[src/vcrcr_defs.svh]
`ifndef VCRCR_DEFS_SVH
`define VCRCR_DEFS_SVH
// byte addresses on the register bus
`define VCRCR_CAP_ADDR 12'h210
`define VCRCR_CTL_ADDR 12'h214
`define VCRCR_STS_ADDR 12'h218
`define VCRCR_TBL_ADDR 12'h220
// capability fields
`define VCRCR_CAP_APS_BIT 14
`define VCRCR_CAP_RJS_BIT 15
`define VCRCR_MAX_TIME_SLOTS_VALUE 7'h00
`define VCRCR_OFF_UP 8'h02
`define VCRCR_OFF_DOWN 8'h00
`define VCRCR_ARBCAP_UP 8'h03
`define VCRCR_ARBCAP_DOWN 8'h01
// control fields
`define VCRCR_TCMAP_RESET 8'hFF
`define VCRCR_LOAD_BIT 16
`define VCRCR_SEL_LSB 17
`define VCRCR_SEL_RESET 3'h0
`define VCRCR_VCEN_BIT 31
// status fields
`define VCRCR_STS_BIT 16
// arbitration table entry reset value (eight 4-bit phases)
`define VCRCR_TBL_RESET 32'h00006442
// cycles taken to copy the table into the arbiter
`define VCRCR_LOAD_CYCLES 4'h8
`endif

[src/vcrcr_pkg.sv]
`default_nettype none
package vcrcr_pkg;
  typedef enum logic [1:0] {
    VCRCR_IDLE = 2'b00,
    VCRCR_COPY = 2'b01,
    VCRCR_SWAP = 2'b10
  } vcrcr_load_type;
endpackage
`default_nettype wire

[src/vcrcr_regs.sv]
// Contract
// - Advanced packet switching capability bit reads zero; writes ignored.
// - Reject-snoop capability bit reads zero, read-only.
// - Maximum time slots field is zero, read-only.
// - Arbitration table offset is 0x2 upstream, 0x0 downstream, 16-byte units.
// - Each traffic class map bit set maps that class to channel 0.
// - Map bit zero read-only, bits one to seven writable, reset 0xFF.
// - Writing one to load trigger copies the table into the arbiter.
// - Writing zero to load trigger has no effect.
// - Load trigger always reads zero.
// - Load trigger acts only on upstream port; ignored downstream.
// - Load leaves the arbiter's table unchanged while fixed round robin is selected; status still clears.
// - Table status sets on table write, clears when load finishes.
// - Writable arbitration select picks scheme among capability bits set.
// - Upstream advertises fixed RR and 32-phase WRR; downstream fixed RR.
`include "vcrcr_defs.svh"
`default_nettype none
module vcrcr_regs #(
  parameter bit UPSTREAM = 1'b1,
  parameter int ADDR_W = 12
) (
  input wire logic clk_sys, // core clock
  input wire logic sys_rst, // synchronous reset, high
  input wire logic wb_cyc_i, // bus cycle
  input wire logic wb_stb_i, // strobe
  input wire logic wb_we_i, // write enable
  input wire logic [ADDR_W-1:0] wb_adr_i, // byte address
  input wire logic [3:0] wb_sel_i, // byte lanes
  input wire logic [31:0] wb_dat_i, // write data
  output logic [31:0] wb_dat_o, // read data
  output logic wb_ack_o, // acknowledge
  output logic [7:0] traffic_class_map, // classes routed to channel 0
  output logic [2:0] arb_scheme_select, // selected arbitration scheme
  output logic [31:0] arb_table_active, // table the arbiter uses
  output logic table_status // table not yet latched
);

  ////////////////////////////////////////////////////////////////////////////
  // the two port builds differ in what they advertise, where the table sits and whether table writes and loads act;
  // downstream has no table, so its offset is zero
  localparam logic [7:0] ARBCAP = UPSTREAM ? `VCRCR_ARBCAP_UP : `VCRCR_ARBCAP_DOWN;
  localparam logic [7:0] TBLOFF = UPSTREAM ? `VCRCR_OFF_UP : `VCRCR_OFF_DOWN;

  // byte lanes picked by sel take the new bytes; the others keep the old ones
  function automatic logic [31:0] lane_merge(
    input logic [31:0] old,
    input logic [31:0] nw,
    input logic [3:0] sel
  );
    logic [31:0] r;
    r = old;
    for (int i = 0; i < 4; i++) begin
      if (sel[i]) begin
        r[8*i+:8] = nw[8*i+:8];
      end
    end
    return r;
  endfunction

  // a scheme value is legal only if its capability bit is set
  function automatic logic sel_legal(input logic [2:0] v);
    return ARBCAP[v];
  endfunction

  // one register decode, shared by the read mux and the write paths
  function automatic logic addr_is(
    input logic [ADDR_W-1:0] a,
    input logic [11:0] target
  );
    return a == ADDR_W'(target);
  endfunction

  ////////////////////////////////////////////////////////////////////////////
  // bus side
  logic req;
  logic wr;
  logic [31:0] wmask;
  logic [31:0] lane_mask;
  logic hit_cap;
  logic hit_ctl;
  logic hit_sts;
  logic hit_tbl;

  // assembled register words
  logic [31:0] cap_word;
  logic [31:0] ctl_word;

  // load sequencer state
  logic [31:0] arb_table_shadow;
  logic [3:0] load_count;
  vcrcr_pkg::vcrcr_load_type load_state;
  logic trig;
  logic tbl_wr;

  // next values
  logic [31:0] next_dat;
  logic next_ack;
  logic [7:0] next_map;
  logic [2:0] next_sel;
  logic [31:0] next_shadow;
  logic [31:0] next_active;
  logic next_status;
  logic [3:0] next_count;
  vcrcr_pkg::vcrcr_load_type next_state;

  // ack low in the request test keeps a held strobe from starting a second access
  assign req = wb_cyc_i & wb_stb_i & ~wb_ack_o;
  assign wr = req & wb_we_i;
  assign wmask = lane_mask;

  assign hit_cap = addr_is(wb_adr_i, `VCRCR_CAP_ADDR);
  assign hit_ctl = addr_is(wb_adr_i, `VCRCR_CTL_ADDR);
  assign hit_sts = addr_is(wb_adr_i, `VCRCR_STS_ADDR);
  assign hit_tbl = addr_is(wb_adr_i, `VCRCR_TBL_ADDR);

  // each lane of the mask follows its own select bit
  for (genvar g = 0; g < 4; g++) begin : g_lane
    assign lane_mask[8*g+:8] = {8{wb_sel_i[g]}};
  end

  always_comb begin
    cap_word = 32'h00000000;
    cap_word[7:0] = ARBCAP;
    // all constants: writes to the capability word are acked and dropped
    // no advanced switching, and a switch port never rejects snoops
    cap_word[`VCRCR_CAP_APS_BIT] = 1'b0;
    cap_word[`VCRCR_CAP_RJS_BIT] = 1'b0;
    // time slots mean nothing without time-based weighted round robin
    cap_word[22:16] = `VCRCR_MAX_TIME_SLOTS_VALUE;
    cap_word[31:24] = TBLOFF;
  end

  always_comb begin
    ctl_word = 32'h00000000;
    ctl_word[7:0] = traffic_class_map;
    ctl_word[`VCRCR_LOAD_BIT] = 1'b0;
    ctl_word[`VCRCR_SEL_LSB+:3] = arb_scheme_select;
    // only one channel exists, so its enable is fixed on
    ctl_word[`VCRCR_VCEN_BIT] = 1'b1;
  end

  ////////////////////////////////////////////////////////////////////////////
  // bus slave: one-cycle ack, unmapped reads return zero, writes dropped
  // read data is zero outside the ack cycle so a wired-or bus can share it
  always_comb begin
    next_ack = req;
    next_dat = 32'h00000000;
    if (req && !wb_we_i) begin
      case (1'b1)
        hit_cap: begin
          next_dat = cap_word;
        end
        hit_ctl: begin
          next_dat = ctl_word;
        end
        hit_sts: begin
          next_dat = {15'h0000, table_status, 16'h0000};
        end
        hit_tbl: begin
          next_dat = arb_table_shadow;
        end
        default: begin
          next_dat = 32'h00000000;
        end
      endcase
    end
  end

  // registering ack costs a cycle per access but keeps every output on a flop;
  // the slave therefore answers exactly one edge after it takes a request
  always_ff @(posedge clk_sys) begin
    if (sys_rst) begin
      wb_ack_o <= 1'b0;
      wb_dat_o <= 32'h00000000;
    end else begin
      wb_ack_o <= next_ack;
      wb_dat_o <= next_dat;
    end
  end

  ////////////////////////////////////////////////////////////////////////////
  // control fields: traffic class map
  always_comb begin
    next_map = traffic_class_map;
    // class 0 always rides channel 0, so bit zero is forced back on
    if (wr && hit_ctl && wb_sel_i[0]) begin
      next_map = {wb_dat_i[7:1], 1'b1};
    end
  end

  always_ff @(posedge clk_sys) begin
    if (sys_rst) begin
      traffic_class_map <= `VCRCR_TCMAP_RESET;
    end else begin
      traffic_class_map <= next_map;
    end
  end

  ////////////////////////////////////////////////////////////////////////////
  // control fields: arbitration scheme select
  always_comb begin
    next_sel = arb_scheme_select;
    // illegal scheme values are dropped so the field always names a capability
    if (wr && hit_ctl && wb_sel_i[2] && sel_legal(wb_dat_i[`VCRCR_SEL_LSB+:3])) begin
      next_sel = wb_dat_i[`VCRCR_SEL_LSB+:3];
    end
  end

  always_ff @(posedge clk_sys) begin
    if (sys_rst) begin
      arb_scheme_select <= `VCRCR_SEL_RESET;
    end else begin
      arb_scheme_select <= next_sel;
    end
  end

  ////////////////////////////////////////////////////////////////////////////
  // software copy of the table; the arbiter sees it only after a load
  // downstream ports have no table, so writes there never reach it
  always_comb begin
    next_shadow = arb_table_shadow;
    if (tbl_wr) begin
      next_shadow = lane_merge(arb_table_shadow, wb_dat_i, wb_sel_i);
    end
  end

  always_ff @(posedge clk_sys) begin
    if (sys_rst) begin
      arb_table_shadow <= `VCRCR_TBL_RESET;
    end else begin
      arb_table_shadow <= next_shadow;
    end
  end

  ////////////////////////////////////////////////////////////////////////////
  // table load sequencer
  // a load spends a fixed count of cycles in COPY and swaps in SWAP; the active
  // table is written only in SWAP, so the arbiter never sees a half-copied table
  // a trigger that lands while a load runs is dropped rather than queued, so
  // software waits for the status to fall before asking again
  // with fixed round robin selected a load still clears the status but leaves
  // the arbiter's table alone
  assign tbl_wr = wr && hit_tbl && UPSTREAM;
  // only a written one on the upstream port starts a load
  assign trig = wr && hit_ctl && wb_sel_i[2]
                && wb_dat_i[`VCRCR_LOAD_BIT] && UPSTREAM;

  always_comb begin
    next_active = arb_table_active;
    next_status = table_status;
    next_count = load_count;
    next_state = load_state;
    case (load_state)
      vcrcr_pkg::VCRCR_IDLE: begin
        // a written zero never raises trig, so it changes nothing here
        if (trig) begin
          next_state = vcrcr_pkg::VCRCR_COPY;
          next_count = `VCRCR_LOAD_CYCLES;
        end
      end
      vcrcr_pkg::VCRCR_COPY: begin
        // old table stays in use while the copy runs; one left means done
        next_count = load_count - 4'h1;
        if (load_count == 4'h1) begin
          next_state = vcrcr_pkg::VCRCR_SWAP;
        end
      end
      vcrcr_pkg::VCRCR_SWAP: begin
        // fixed round robin never reads the table, so the arbiter keeps its view
        if (arb_scheme_select != 3'h0) begin
          next_active = arb_table_shadow;
        end
        next_status = 1'b0;
        next_state = vcrcr_pkg::VCRCR_IDLE;
      end
      // an unused code falls back to idle and abandons the load
      default: next_state = vcrcr_pkg::VCRCR_IDLE;
    endcase
    // a table write in the finishing cycle leaves the status set
    // any written lane counts, whatever the data, so a zero entry still marks it stale
    if (tbl_wr && |wmask) begin
      next_status = 1'b1;
    end
  end

  always_ff @(posedge clk_sys) begin
    if (sys_rst) begin
      // the active table restarts from the same image as the shadow
      arb_table_active <= `VCRCR_TBL_RESET;
      table_status <= 1'b0;
      load_count <= 4'h0;
      load_state <= vcrcr_pkg::VCRCR_IDLE;
    end else begin
      arb_table_active <= next_active;
      table_status <= next_status;
      load_count <= next_count;
      load_state <= next_state;
    end
  end

endmodule
`default_nettype wire

[config.mk]
export PLATFORM = sky130hd
export DESIGN_NAME = vcrcr_regs
export DESIGN_NICKNAME = d
export VERILOG_FILES = /design/src/vcrcr_pkg.sv /design/src/vcrcr_regs.sv
export VERILOG_INCLUDE_DIRS = /design/src /design/src/src
export SDC_FILE = /design/constraint.sdc
export NUM_CORES = 1
export LEC_CHECK = 0
export ABC_AREA = 1
export BUFFER_PORTS_ARGS = -buffer_cell sky130_fd_sc_hd__buf_4
export CELL_PAD_IN_SITES_DETAIL_PLACEMENT = 0
export CELL_PAD_IN_SITES_GLOBAL_PLACEMENT = 1
export CORE_MARGIN = 10
export CORE_UTILIZATION = 39
export DETAILED_ROUTE_END_ITERATION = 10
export GPL_TIMING_DRIVEN = 0
export PLACE_DENSITY = 0.91
export SLEW_MARGIN = 20
export SYNTH_ARGS = -nofsm -noshare
export SYNTH_HDL_FRONTEND = slang
export SYNTH_SLANG_ARGS = --single-unit
[constraint.sdc]
create_clock -name clk_sys -period 2.31 [get_ports clk_sys]
set_input_delay 0.1155 -clock clk_sys [delete_from_list [all_inputs] [get_ports clk_sys]]
set_output_delay 0.1155 -clock clk_sys [all_outputs]
set_load 0.02 [all_outputs]
==> flow_summary.ini <==
[global_route]
grt-ovfl-total = 0
grt_max_degree = 17
antenna_found_initial = 0
track_usage_pct = 18.3
grt_pass1_vias = 4431
grt_pass1_wl_microns = 22100

[clocking]
htree_levels = 4
clock_latency_ns = 0.51
cts.path.max_buffers = 2
cts_buffers = 17
cts_num_sinks = 114
post_cts_buffers = 0
cts_tree = done
path_clk_slew_ns = 0.06
cts_root_buf = clkbuf_8

[sta]
fin_tns_setup_ns = 0
drv_slew = 0
finalCritPeriodShare_pct = 90.7
grt_setup_unrepaired = false
clock-skew-final_ns = 0.00648
fmax_mhz = 477
setup_viol = 0
tightest_slew_ns = 0.622
period_minus_slack_ns = 2.10
hold_viol_final = 0
slew_headroom_pct = 58.5

[route]
post_drt_wl_per_cell_microns = 15.9
dr.pass1.iters = 4
antenna_left = 0
remaining_drc_errors = 0
drt_first_iter_violations = 303
wirelength_microns = 13700
dr_total_vias = 4203
via_per_inst = 4.88

[critical_path]
crit_arrival_ns = 2.52
start_kind = flip-flop
crit_buf_inv = 3
crit_chain = nand3b_1 > nor2_4 > inv_2 > nor2_8 > buf_6 > nand3_1 > dlygate4sd3_1 > a21oi_1
r2r_cells = 8
crit_slowest_cell = dlygate4sd3_1
cp-end-kind = flip-flop
rr_startpoint = wb_ack_o
cpPeakStageDelay_ns = 0.57
crit_family = buffers and inverters
worstReg2RegEnd = arb_table_shadow[12]
r2r_slack_ns = 0.21
required_ns = 2.74
path_class = reg -> reg
crit_path_max_fanout = 10

[yosys]
yosysWarnings = 0
synthesis.area_sq_mm = 0.00417
yosys.area.top_type = dfxtp_1
syn_nets = 570
syn_inst = 515
yosysSeqAreaShare_pct = 54.8
ys_ff_latch = 114
synth.distinct_cells = 30
synth_top_area_share_pct = 54.8
synth_area_leaders = dfxtp_1, nand3_1, a21oi_1
syn_area_per_cell_sq_um = 8.09

[power]
p_leak_nw = 2.80
max-vdd-ir-drop_uv = 474
cell_internal_pwr_w = 0.00387
combPwrFrac_pct = 4.2
seq_power_share_pct = 39.9
switching_share_pct = 21.5
p_per_area_mw_per_mm2 = 766
p_clk_share_pct = 56.0
p_sw_w = 0.00106

[worst_hold_path]
hold_depth = 6
hold_path_end = wb_dat_o[16]
hold_path_class = in -> reg
worstHoldStart = wb_adr_i[11]

[die]
io_pins = 130
start_util_pct = 40.2
die_width_microns = 123
core_sq_mm = 0.0104
rows = 37
die-area_sq_mm = 0.0152
dieHeight_microns = 123

[finish]
nets = 767
final_cells = 861
layout_commonest_cell = buf_4
area_growth_pct = 54.6
layout_common_cells = buf_4, dfxtp_1, nand2_1, nand3_1, a21oi_1
antenna_cells = 0
final_layout_size_suffix_gt1_share_pct = 24.8
post-route-util_pct = 62.1

[placed_design]
place.gp.congestion = 0.852
post-place-cells = 776
io_buffers = 125
hpwl_microns = 9900

[run]
maxCapViolCount = 0

[run_status]
outcome = completed
## what timing repair did
| action | 4_1_cts | 5_1_grt |
|---|---|---|
| resized for setup | 0 | 2 |
| endpoints found under the setup margin | 0 | 12 |
| hold endpoints to repair | 45 | 0 |
| hold buffers | 53 | 0 |
## metrics by stage
step	hold WS, ns	power, W	setup WS (ns)	instance area [sq um]
5_1_grt	0.0397	0.00508	0.0518	6440
3_5_place_dp	0.347	0.00216	0.487	5270
3_3_place_gp	0.351	0.00216	0.523	5270
6_report	0.0243	0.00494	0.214	6440
4_1_cts	0.00859	0.00495	0.0194	6430
2_1_floorplan	0.200	0.00207	0.816	4170
## flip-flops by register name, indices dropped and copies added, names as in the netlist
name               cells
arb_table_active      32
arb_table_shadow      32
wb_dat_o              32
traffic_class_map      7
load_count             4
arb_scheme_select      3
load_state             2
table_status           1
wb_ack_o               1
## cell type report
type                       count  area [sq um]
multi-input combinational    315          1510
clock buffer                  18           428
buffer                        27           156
tap                          136           170
clock inverter                14           200
sequential                   114          2280
fill                         926          3930
timing repair buffer         178          1470
inverter                      59           221
## worst max path at each step
stage          cells past startpoint                   end          start  slack, ns
2_1_floorplan                      7   arb_table_shadow[1]       wb_ack_o       0.82
3_5_place_dp                       7  arb_table_active[27]  load_state[1]       0.49
6_report                           8  arb_table_shadow[12]       wb_ack_o       0.21
5_1_grt                            8  arb_table_shadow[12]       wb_ack_o       0.05
4_1_cts                            8  arb_table_shadow[15]       wb_ack_o       0.02
3_3_place_gp                       7  arb_table_shadow[23]       wb_ack_o       0.52
## kinds of logic after synthesis
group	count (synthesis)	share of synthesized area, %
buffers and inverters	86	9.07
AND/OR/NAND/NOR	204	22.0
other	1	0.0900
AO/OA/AOI/OAI	108	13.4
flip-flops	114	54.8
adder cells (fa/ha/maj)	2	0.601
## worst register-to-register path: stages (launching register included)
cell and delay, ns:
dfxtp_1 0.31, nand3b_1 0.22, nor2_4 0.19, inv_2 0.10, nor2_8 0.22, buf_6 0.19
nand3_1 0.07, dlygate4sd3_1 0.57, a21oi_1 0.16
## cell usage after synthesis, drive strengths merged
cell and number:
nand3 71, conb 1, nand3b 2, nor3 4, a31oi 2, o21bai 1
o211ai 4, dfxtp 114, nor2 46, or2 1, clkbuf 13, nand4 4
nor4 1, o21ai 41, a21oi 59, ha 2, nand2 75, buf 14
o21a 1, inv 59
## power by group through the flow
stage          Combinational [W]  Clock [W]  Sequential, W
4_1_cts                 0.000203    0.00278        0.00197
3_5_place_dp            0.000152          0        0.00201
2_1_floorplan          0.0000541          0        0.00201
3_3_place_gp            0.000150          0        0.00201
6_report                0.000205    0.00276        0.00197
5_1_grt                 0.000223    0.00289        0.00197
## per-layer routing
layer	global-route usage, %	routed length, microns	up-vias
met3	6.24	1240	17
li1	-	-	2081
met5	0	0	-
met4	6.33	183	0
met2	31.2	6690	143
met1	21.1	5570	1962
Note: power is estimated with default switching activity, not from simulation.
